**config.mk**
```make
export PLATFORM = sky130hd
export DESIGN_NAME = ppe_top
export DESIGN_NICKNAME = d
export VERILOG_FILES = /design/src/include/ppe_pkg.sv /design/src/hw/ppe_pin_pull.sv /design/src/hw/ppe_pull_reg.sv /design/src/hw/ppe_top.sv
export SDC_FILE = /design/constraint.sdc
export NUM_CORES = 1
export LEC_CHECK = 0
export BUFFER_PORTS_ARGS = -buffer_cell sky130_fd_sc_hd__buf_2
export CELL_PAD_IN_SITES_DETAIL_PLACEMENT = 0
export CELL_PAD_IN_SITES_GLOBAL_PLACEMENT = 1
export CORE_AREA = 2 2 72 87
export CTS_CLUSTER_SIZE = 14
export DETAILED_ROUTE_END_ITERATION = 6
export DIE_AREA = 0 0 74 89
export GPL_TIMING_DRIVEN = 0
export MAX_ROUTING_LAYER = met4
export PLACE_DENSITY = 0.79
export SLEW_MARGIN = 0
export SYNTH_ARGS = -nofsm -noshare
export SYNTH_HDL_FRONTEND = slang
export SYNTH_HIERARCHICAL = 1
export SYNTH_SLANG_ARGS = --single-unit
```
**constraint.sdc**
```tcl
create_clock -name clock -period 2.8 [get_ports clock]
set_input_delay 0.14 -clock clock [delete_from_list [all_inputs] [get_ports clock]]
set_output_delay 0.14 -clock clock [all_outputs]
set_load 0.02 [all_outputs]
```
**src/include/ppe_pkg.sv**
```systemverilog
// Shared constants for the port pull-up enable block.
// Assumes a byte-wide register port with a 16-bit address on one clock.
package ppe_pkg;

    localparam int ADDR_W = 16;
    localparam int DATA_W = 8;
    localparam int PORT_W = 8;

    // Register addresses on the register port.
    localparam logic [15:0] PORT_A_PULL_OFF = 16'h30F0;
    localparam logic [15:0] PORT_B_PULL_OFF = 16'h30F1;
    localparam logic [15:0] PORT_A_STAT_OFF = 16'h30F8;
    localparam logic [15:0] PORT_B_STAT_OFF = 16'h30F9;
    localparam logic [15:0] ACCESS_ERR_OFF = 16'h30FA;

    // Reset values.
    localparam logic [7:0] PORT_A_PULL_RST = 8'h00;
    localparam logic [7:0] PORT_B_PULL_RST = 8'h00;
    localparam logic [7:0] PULL_STAT_RST = 8'h00;
    localparam logic [7:0] ACCESS_ERR_RST = 8'h00;
    localparam logic [7:0] READ_IDLE = 8'h00;

    // Writable bits; bit 4 of port A is reserved and reads as zero.
    localparam int PORT_A_RSVD_BIT = 4;
    localparam logic [7:0] PORT_A_WMASK = 8'hEF;
    localparam logic [7:0] PORT_B_WMASK = 8'hFF;

    // Port A pins 2 and 3 are the open-drain serial bus pins.
    localparam int SER_PIN_SDA = 2;
    localparam int SER_PIN_SCL = 3;
    localparam logic [7:0] PORT_A_OD_MASK = 8'h0C;
    localparam logic [7:0] PORT_B_OD_MASK = 8'h00;

    // Access error flag positions.
    localparam int ERR_UNMAPPED_BIT = 0;
    localparam int ERR_RSVD_BIT = 1;
    localparam logic [7:0] ACCESS_ERR_MASK = 8'h03;

    typedef enum logic [2:0] {
        SEL_NONE,
        SEL_PORT_A,
        SEL_PORT_B,
        SEL_STAT_A,
        SEL_STAT_B,
        SEL_ERR
    } ppe_sel_e;

endpackage : ppe_pkg
```
**src/hw/ppe_pin_pull.sv**
```systemverilog
// Per-pin pull-up gating for one port.
// Assumes direction, high-impedance, drive and serial-select come from same-clock logic.
`timescale 1ns/1ps
module ppe_pin_pull #(
    parameter int W = 8,
    parameter logic [W-1:0] OD_MASK = '0
) (
    input wire logic [W-1:0] pull_bits,
    input wire logic [W-1:0] pin_dir,
    input wire logic [W-1:0] pin_hiz,
    input wire logic [W-1:0] pin_drive,
    input wire logic [W-1:0] serial_sel,
    output logic [W-1:0] pull_on
);

    genvar i;
    generate
        for (i = 0; i < W; i++) begin : g_pin
            if (OD_MASK[i]) begin : g_od
                // Serial use: pull stays on while released high, off while driving low.
                always_comb begin
                    if (serial_sel[i]) begin
                        pull_on[i] = pull_bits[i] & pin_drive[i]; // RQ3 RQ4 RQ7
                    end else begin
                        pull_on[i] = pull_bits[i] & ~pin_dir[i] & ~pin_hiz[i]; // RQ2
                    end
                end
            end else begin : g_std
                // Pull applies to inputs only.
                always_comb begin
                    pull_on[i] = pull_bits[i] & ~pin_dir[i] & ~pin_hiz[i]; // RQ2
                end
            end
        end
    endgenerate

endmodule : ppe_pin_pull

```
**src/hw/ppe_pull_reg.sv**
```systemverilog
// One byte-wide pull enable register with a writable-bit mask.
// Assumes a reset already synchronised to clock and a one-cycle write enable.
`timescale 1ns/1ps
module ppe_pull_reg #(
    parameter int W = 8,
    parameter logic [W-1:0] WMASK = '1,
    parameter logic [W-1:0] RST_VAL = '0
) (
    input wire logic clock,
    input wire logic rst_n,
    input wire logic wr_en,
    input wire logic [W-1:0] wdata,
    output logic [W-1:0] value
);

    logic [W-1:0] value_reg;
    logic [W-1:0] value_next;

    // Bits outside the mask keep their reset value, so they always read as RST_VAL.
    always_comb begin
        value_next = value_reg;
        if (wr_en) begin
            value_next = (wdata & WMASK) | (RST_VAL & ~WMASK);
        end
    end

    always_ff @(posedge clock or negedge rst_n) begin
        if (!rst_n) begin
            value_reg <= RST_VAL;
        end else begin
            value_reg <= value_next;
        end
    end

    assign value = value_reg;

endmodule : ppe_pull_reg

```
**src/hw/ppe_top.sv**
```systemverilog
// Pull-up enable registers and pull-up control for two 8-bit ports.
// Assumes pin direction, drive and mux controls arrive from logic on clock.
// Contract
// [RQ1] Port A pull bit 1 enables its pin pull-up; 0 disables it.
// [RQ2] Pull bit has no effect on output or high-impedance pins; inputs only.
// [RQ3] Port A pin 2 serial output high keeps pull-up while its bit is set.
// [RQ4] Serial pin driving low turns its pull-up off regardless of the bit.
// [RQ5] Port B has 8-bit read/write pull register, bit n for pin n, reset 0.
// [RQ6] Port B pull bit 1 enables its pin pull-up; 0 disables it.
// [RQ7] Port A pin 3 behaves like pin 2 for serial bus use.
// [RQ8] Port A bit 4 reserved, reads 0; other bits read/write, reset 0.
// [RQ9] Write updates addressed register that cycle; read returns current contents.
//
// Design decision made here: the plain strobed port.
`timescale 1ns/1ps
module ppe_top #(
    parameter int W = ppe_pkg::PORT_W
) (
    input wire logic clock,
    input wire logic rst_n,
    input wire logic [ppe_pkg::ADDR_W-1:0] reg_addr,
    input wire logic [ppe_pkg::DATA_W-1:0] reg_wdata,
    input wire logic reg_wr,
    input wire logic reg_rd,
    output logic [ppe_pkg::DATA_W-1:0] reg_rdata,
    input wire logic [W-1:0] first_port_dir,
    input wire logic [W-1:0] first_port_hiz,
    input wire logic [W-1:0] first_port_drive,
    input wire logic [W-1:0] first_port_serial_sel,
    input wire logic [W-1:0] second_port_dir,
    input wire logic [W-1:0] second_port_hiz,
    input wire logic [W-1:0] second_port_drive,
    output logic [W-1:0] first_port_pins_pull_up,
    output logic [W-1:0] second_port_pins_pull_up
);

    // Reset release through two flops; assertion stays asynchronous.
    logic rst_meta_reg;
    logic rst_sync_reg;
    logic rst_sync_n;

    always_ff @(posedge clock or negedge rst_n) begin
        if (!rst_n) begin
            rst_meta_reg <= 1'b0;
            rst_sync_reg <= 1'b0;
        end else begin
            rst_meta_reg <= 1'b1;
            rst_sync_reg <= rst_meta_reg;
        end
    end

    assign rst_sync_n = rst_sync_reg;

    // Address decode, shared by the write and read paths.
    function automatic ppe_pkg::ppe_sel_e decode_addr(
        input logic [ppe_pkg::ADDR_W-1:0] addr
    );
        ppe_pkg::ppe_sel_e sel;
        sel = ppe_pkg::SEL_NONE;
        if (addr == ppe_pkg::PORT_A_PULL_OFF) begin
            sel = ppe_pkg::SEL_PORT_A;
        end else if (addr == ppe_pkg::PORT_B_PULL_OFF) begin
            sel = ppe_pkg::SEL_PORT_B;
        end else if (addr == ppe_pkg::PORT_A_STAT_OFF) begin
            sel = ppe_pkg::SEL_STAT_A;
        end else if (addr == ppe_pkg::PORT_B_STAT_OFF) begin
            sel = ppe_pkg::SEL_STAT_B;
        end else if (addr == ppe_pkg::ACCESS_ERR_OFF) begin
            sel = ppe_pkg::SEL_ERR;
        end
        return sel;
    endfunction : decode_addr

    ppe_pkg::ppe_sel_e bus_sel;
    logic wr_port_a;
    logic wr_port_b;
    logic wr_err;

    always_comb begin
        bus_sel = decode_addr(reg_addr);
        wr_port_a = reg_wr && (bus_sel == ppe_pkg::SEL_PORT_A); // RQ9
        wr_port_b = reg_wr && (bus_sel == ppe_pkg::SEL_PORT_B); // RQ9
        wr_err = reg_wr && (bus_sel == ppe_pkg::SEL_ERR);
    end

    // Pull enable registers.
    logic [W-1:0] port_a_pull_bits;
    logic [W-1:0] port_b_pull_bits;

    ppe_pull_reg #(
        .W(W),
        .WMASK(W'(ppe_pkg::PORT_A_WMASK)),
        .RST_VAL(W'(ppe_pkg::PORT_A_PULL_RST))
    ) u_port_a_reg (
        .clock(clock),
        .rst_n(rst_sync_n),
        .wr_en(wr_port_a), // RQ8
        .wdata(reg_wdata[W-1:0]),
        .value(port_a_pull_bits)
    );

    ppe_pull_reg #(
        .W(W),
        .WMASK(W'(ppe_pkg::PORT_B_WMASK)),
        .RST_VAL(W'(ppe_pkg::PORT_B_PULL_RST))
    ) u_port_b_reg (
        .clock(clock),
        .rst_n(rst_sync_n),
        .wr_en(wr_port_b), // RQ5
        .wdata(reg_wdata[W-1:0]),
        .value(port_b_pull_bits)
    );

    // Pin gating for each port.
    logic [W-1:0] port_a_pull_on;
    logic [W-1:0] port_b_pull_on;
    logic [W-1:0] port_b_serial_none;

    assign port_b_serial_none = '0;

    ppe_pin_pull #(
        .W(W),
        .OD_MASK(W'(ppe_pkg::PORT_A_OD_MASK))
    ) u_port_a_pull (
        .pull_bits(port_a_pull_bits), // RQ1
        .pin_dir(first_port_dir), // RQ2
        .pin_hiz(first_port_hiz), // RQ2
        .pin_drive(first_port_drive), // RQ3 RQ4 RQ7
        .serial_sel(first_port_serial_sel),
        .pull_on(port_a_pull_on)
    );

    ppe_pin_pull #(
        .W(W),
        .OD_MASK(W'(ppe_pkg::PORT_B_OD_MASK))
    ) u_port_b_pull (
        .pull_bits(port_b_pull_bits), // RQ6
        .pin_dir(second_port_dir), // RQ2
        .pin_hiz(second_port_hiz), // RQ2
        .pin_drive(second_port_drive),
        .serial_sel(port_b_serial_none),
        .pull_on(port_b_pull_on)
    );

    // Registered pull-up drive; the same flops are the status registers.
    logic [W-1:0] pull_a_reg;
    logic [W-1:0] pull_a_next;
    logic [W-1:0] pull_b_reg;
    logic [W-1:0] pull_b_next;

    always_comb begin
        pull_a_next = port_a_pull_on; // RQ1
        pull_b_next = port_b_pull_on; // RQ6
    end

    always_ff @(posedge clock or negedge rst_sync_n) begin
        if (!rst_sync_n) begin
            pull_a_reg <= W'(ppe_pkg::PULL_STAT_RST);
            pull_b_reg <= W'(ppe_pkg::PULL_STAT_RST);
        end else begin
            pull_a_reg <= pull_a_next;
            pull_b_reg <= pull_b_next;
        end
    end

    assign first_port_pins_pull_up = pull_a_reg;
    assign second_port_pins_pull_up = pull_b_reg;

    // Sticky access errors: unmapped access, or a one written to the reserved bit.
    // Software clears a flag by writing one to it; a new error in that cycle wins.
    logic [ppe_pkg::DATA_W-1:0] err_reg;
    logic [ppe_pkg::DATA_W-1:0] err_next;
    logic [ppe_pkg::DATA_W-1:0] err_set;
    logic [ppe_pkg::DATA_W-1:0] err_clr;

    always_comb begin
        err_set = '0;
        err_set[ppe_pkg::ERR_UNMAPPED_BIT] = (reg_wr || reg_rd) &&
            (bus_sel == ppe_pkg::SEL_NONE);
        err_set[ppe_pkg::ERR_RSVD_BIT] = wr_port_a &&
            reg_wdata[ppe_pkg::PORT_A_RSVD_BIT];
        err_clr = '0;
        if (wr_err) begin
            err_clr = reg_wdata & ppe_pkg::ACCESS_ERR_MASK;
        end
        err_next = ((err_reg & ~err_clr) | err_set) & ppe_pkg::ACCESS_ERR_MASK;
    end

    always_ff @(posedge clock or negedge rst_sync_n) begin
        if (!rst_sync_n) begin
            err_reg <= ppe_pkg::ACCESS_ERR_RST;
        end else begin
            err_reg <= err_next;
        end
    end

    // Read data stands only in the cycle after the read strobe.
    logic [ppe_pkg::DATA_W-1:0] rdata_reg;
    logic [ppe_pkg::DATA_W-1:0] rdata_next;

    always_comb begin
        rdata_next = ppe_pkg::READ_IDLE;
        if (reg_rd) begin
            unique case (bus_sel)
                ppe_pkg::SEL_PORT_A: begin
                    rdata_next = ppe_pkg::DATA_W'(port_a_pull_bits); // RQ9 RQ8
                end
                ppe_pkg::SEL_PORT_B: begin
                    rdata_next = ppe_pkg::DATA_W'(port_b_pull_bits); // RQ9 RQ5
                end
                ppe_pkg::SEL_STAT_A: begin
                    rdata_next = ppe_pkg::DATA_W'(pull_a_reg);
                end
                ppe_pkg::SEL_STAT_B: begin
                    rdata_next = ppe_pkg::DATA_W'(pull_b_reg);
                end
                ppe_pkg::SEL_ERR: begin
                    rdata_next = err_reg;
                end
                ppe_pkg::SEL_NONE: begin
                    rdata_next = ppe_pkg::READ_IDLE;
                end
            endcase
        end
    end

    always_ff @(posedge clock or negedge rst_sync_n) begin
        if (!rst_sync_n) begin
            rdata_reg <= ppe_pkg::READ_IDLE;
        end else begin
            rdata_reg <= rdata_next;
        end
    end

    assign reg_rdata = rdata_reg;

endmodule : ppe_top

```
==> results of run 1 <==
worst register-to-register path, stage by stage, from the launching register on:
cell,delay [ps]
dfrtp_1,410
nor3b_1,260
dlygate4sd3_1,610
stage by stage:
stage               total power [mW]  hold slack (ps)
floorplan                      0.674             -156
global placement               0.738            -73.7
detailed placement             0.740            -67.9
CTS                             1.19             1.89
global route                    1.24             12.8
finish                          1.17             23.6
placed cells by master, fill, tap and decap left out, drive strengths merged, types with 2 or more instances in the layout:
cell type,instances
a211oi,2
conb,2
o221ai,6
inv,6
o21ai,3
clkbuf,8
nor4b,2
nand3,3
dfrtp,43
nand4,3
nor4,2
buf,94
dlygate4sd3,27
mux2i,8
o41ai,3
nor3b,16
nor2,8
nand2,9
mux2,15
power by group through the flow:
stage                     logic, mW  registers (mW)  clock network, mW
after detailed placement     0.0920           0.648                  0
final                         0.108           0.634              0.433
after floorplan              0.0299           0.645                  0
after global placement       0.0905           0.647                  0
after CTS                     0.106           0.635              0.451
after global routing          0.120           0.637              0.484
area by class of cell:
type	instances	area, um^2	share of cell area
sequential	43	1080	0.370
multi-input combinational	94	840	0.289
timing repair buffer	114	706	0.243
tap	80	100	0.0344
clock buffer	7	96.3	0.0331
buffer	8	60.1	0.0206
inverter	6	22.5	0.00774
clock inverter	1	7.51	0.00258
layer usage:
layer	vias up	wire length [um]
met2	45	2710
li1	786	-
met5	-	0
met3	7	165
met1	768	2160
met4	0	96
worst max-delay path by stage:
stage                     start                     to  slack [ps]  cells past startpoint
finish              reg_addr[0]  u_port_a_reg/value[3]        1120                      6
CTS                 reg_addr[0]  u_port_a_reg/value[3]        1100                      6
detailed placement  reg_addr[0]  u_port_a_reg/value[2]         800                      6
global route        reg_addr[0]  u_port_a_reg/value[1]         940                      6
floorplan           reg_addr[0]  u_port_a_reg/value[0]        1290                      5
global placement    reg_addr[0]  u_port_a_reg/value[6]         790                      6
what timing repair did:
action,in CTS,in global routing
resized for setup,0,0
hold buffers,25,2
hold endpoints to repair,14,1
==> impl_metrics.toml, run 1 <==
[global_route]
grt_use_met1 = 0.209
grt_max_degree = 42
use_met2 = 0.304
grt.overflow.total = 0
use_met3 = 0.0282
grt_pass1_wl_um = 8490
busiest_layer = "met2"
antenna_found_initial = 0
grt_pass1_vias = 1786
grt_usage = 0.178

[placed_design]
numPortBuffers = 87
dp_hpwl_um = 3640
dpl_cell_area_um2 = 2530
dp_cells = 318
dp_slack_ps = 796
routabilityCongestion = 0.804

[synthesis]
syn_inst = 151
synth_nets = 235
avgSynthCellArea_um2 = 13.2
yosysWarnings = 6
syn-cell-area_um2 = 2000

[die]
start_util = 0.353
fp.dieH_um = 89
num_rows = 30
coreArea_um2 = 5670
die-area_um2 = 6590
die_width_um = 74
io_pins = 108

[critical_path]
cp_max_fo = 8
cp.required_ps = 2980
arrival_ps = 1860
end_kind = "register"
crit_buf_inv = 2
crit_slowest_cell = "nand4_1"
worst_setup_path_start_kind = "primary input"
cp_cell_sequence = "buf_2 -> nor4_1 -> nand4_1 -> nor2_1 -> buf_6 -> mux2_4"
slowest_delay_ps = 410
ff2ff_setup_slack_ps = 1460
r2r_end = "first_port_pins_pull_up[1]"
reg2reg_depth = 2
cp_top_family = "simple AND/OR/NAND/NOR gates"
reg2reg_from = "u_port_a_reg/value[1]"
path_class = "in -> reg"

[timing]
period_minus_slack_ps = 1680
fin_skew_ps = 2.89
fmax_mhz = 596
hold_viol = 0
worst_slack_ps = 1120
min_period_over_period = 0.599
finalSetupViolCount = 0
finalSetupTns_ps = 0
worst_pin_slew_ps = 880
worst_slew_margin_rel = 0.414
grt_setup_unrepaired = "false"
slew_violations = 0

[cts]
cts_sinks = 43
clockBufferDepth = 2
htree_num_levels = 2
cts_root_buf = "clkbuf_8"
cts_setup_buffers = 0
clock_latency_ps = 290
cts_buffers = 5
cts_tree = "done"
clk_pin_slew_ps = 80

[detailed_routing]
drc = 0
vias = 1606
wl_per_cell_um = 14.6
firstDrtPassIters = 4
ant_nets = 0
finalWirelength_um = 5140
drt_iter0_markers = 75
vias_per_cell = 4.55

[pwr]
p_int_mw = 0.908
power.density_nw_per_um2 = 404
combPwrFrac = 0.092
swShare = 0.227
switching_power_mw = 0.266
total_leakage_power_nw = 1.52
p_seq_frac = 0.540
peakVddDrop_mv = 0.222
clockPowerShare = 0.368

[final_layout]
syn2layout_area_growth_pct = 45.6
nets = 356
drive_above_1_share = 0.491
num-fill-cells = 541
insertedDiodeCount = 0
final_core_util = 0.513
fin_area_um2 = 2910
finalNonFillerCells = 353

[run]
drv_cap = 0

[worst_hold_path]
hold_start = "first_port_hiz[3]"
hold_path.class = "in -> reg"
holdPathStages = 2
hold_path_end = "first_port_pins_pull_up[3]"

[status]
status = "finished clean"
(Power assumes the default switching activity.)
==> inputs of run 2 (changes only) <==
Settings changed: CORE_AREA 2 2 72 87 to 2 2 75 91, DIE_AREA 0 0 74 89 to 0 0 77 93, PLACE_DENSITY 0.79 to 0.73.
Clock period 2.8 ns to 1.6 ns, I/O delays scaled along.
==> impl_metrics.toml, run 2 (synthesis gave the netlist of run 1 again) <==
[pwr]
p_int_mw = 1.51
swShare = 0.239
clockPowerShare = 0.340
power.density_nw_per_um2 = 667
peakVddDrop_mv = 0.385
total_power_mw = 1.98
combPwrFrac = 0.105
p_seq_frac = 0.555
total_leakage_power_nw = 1.55
switching_power_mw = 0.474

[cts]
cts_root_buf = "clkbuf_8"
cts_resized = 0
clock_latency_ps = 290
cts_tree = "done"
clockBufferDepth = 2
cts_buffers = 5
htree_num_levels = 2
clk_pin_slew_ps = 80
cts_sinks = 43

[detailed_routing]
firstDrtPassIters = 4
finalWirelength_um = 5100
ant_nets = 0
vias_per_cell = 4.54
vias = 1651
drc = 0
wl_per_cell_um = 14.0
drt_iter0_markers = 96

[worst_hold_path]
hold_start = "reg_wdata[4]"
hold_path.class = "in -> reg"

[die]
start_util = 0.316
coreArea_um2 = 6330
num_rows = 32
io_pins = 108
die-area_um2 = 7160
die_width_um = 77
fp.dieH_um = 93

[final_layout]
nets = 362
mostFrequentLayoutCells = "buf_2 (90), dfrtp_1 (42), dlygate4sd3_1 (31), mux2_4 (15), nand2_1 (9)"
insertedDiodeCount = 0
fin_area_um2 = 2980
syn2layout_area_growth_pct = 48.9
layout_commonest_cell = "buf_2"
drive_above_1_share = 0.487
num-fill-cells = 628

[critical_path]
cp_max_fo = 4
cp_cell_sequence = "inv_1 -> o41ai_2 -> dlygate4sd3_1"
slowest_delay_ps = 600
cp.depth = 3
reg2reg_depth = 3
crit_buf_inv = 2
path_class = "reg -> reg"
reg2reg_from = "u_port_a_reg/value[2]"
ff2ff_setup_slack_ps = 130
worst_setup_path_start_kind = "register"
end_kind = "register"
crit_start = "u_port_a_reg/value[2]"
crit_slowest_cell = "dlygate4sd3_1"
cp.required_ps = 1820
arrival_ps = 1690
cp_top_family = "buffers and inverters"
crit_end = "first_port_pins_pull_up[2]"
r2r_end = "first_port_pins_pull_up[2]"

[timing]
worst_pin_slew_ps = 591
min_period_over_period = 0.919
period_minus_slack_ps = 1470
hold_viol = 0
slew_violations = 0
worst_slew_margin_rel = 0.606
grt_setup_unrepaired = "false"
fin_skew_ps = 5.62
finalSetupViolCount = 0
fmax_mhz = 680

[status]
status = "finished clean"

[global_route]
antenna_found_initial = 0
grt.overflow.total = 0
grt_pass1_wl_um = 8080
grt_pass1_vias = 1607
grt_max_degree = 22
grt_usage = 0.151

[run]
drv_cap = 0

[placed_design]
dpl_cell_area_um2 = 2570
routabilityCongestion = 0.796
dp_hpwl_um = 3510
numPortBuffers = 87
[run 2: changes by cell type in the layout (fill, tap and decap cells not counted)]
cell | before | now
buf_4 | 1 | 2
clkbuf_8 | 7 | 5
dlygate4sd3_1 | 27 | 31
buf_16 | 0 | 1
clkinv_2 | 0 | 1
clkinvlp_4 | 1 | 2
[run 2: timing repair]
| item | CTS | global route |
|---|---|---|
| setup endpoints to repair | 7 | 0 |
| hold buffers | 31 | 0 |
| buffers inserted | 1 | 0 |
| hold endpoints to repair | 17 | 0 |
[run 2: how the worst min path moves through the flow]
| stage | end | slack (ps) | depth (start not counted) |
|---|---|---|---|
| 2_1_floorplan | rst_meta_reg | -220 | 0 |
| 3_3_place_gp | rst_sync_n | -130 | 1 |
| 3_5_place_dp | rst_meta_reg | -130 | 1 |
| 4_1_cts | err_reg[1] | 10 | 2 |
| 5_1_grt | err_reg[1] | 7 | 2 |
| 6_report | err_reg[1] | 30 | 2 |
[run 2: metrics by stage]
| stage | setup slack (ps) | instances | utilization | setup TNS (ps) | hold slack [ps] |
|---|---|---|---|---|---|
| final | 130 | 364 | 0.470 | 0 | 26.1 |
| after CTS | 181 | 364 | 0.470 | 0 | 13.4 |
| after floorplan | 145 | 151 | - | 0 | -216 |
| after detailed placement | -505 | 324 | 0.406 | -4920 | -132 |
| after global routing | 54.1 | 364 | 0.470 | 0 | 6.72 |
| after global placement | -510 | 323 | 0.402 | -12720 | -134 |
[run 2: routing by layer]
metal  global-route usage  routed length [um]
met3               0.0328                 301
met4               0.0446                  46
met2                0.256                2580
met5                    -                   0
met1                0.182                2170
[run 2: cell type report]
class	count	area (um^2)	share of cell area
clock buffers	5	68.8	0.0231
well taps	85	106	0.0357
inverters	6	22.5	0.00757
flip-flops and latches	43	1080	0.362
multi-input cells	94	840	0.282
repair buffers	120	781	0.262
plain buffers	8	60.1	0.0202
clock inverters	3	20.0	0.00673
[run 2: power groups by stage]
stage | combinational [mW] | clock (mW) | sequential, mW
after CTS | 0.211 | 0.712 | 1.10
after global placement | 0.160 | 0 | 1.13
after floorplan | 0.0523 | 0 | 1.13
after global routing | 0.230 | 0.762 | 1.10
final | 0.209 | 0.674 | 1.10
after detailed placement | 0.181 | 0 | 1.12
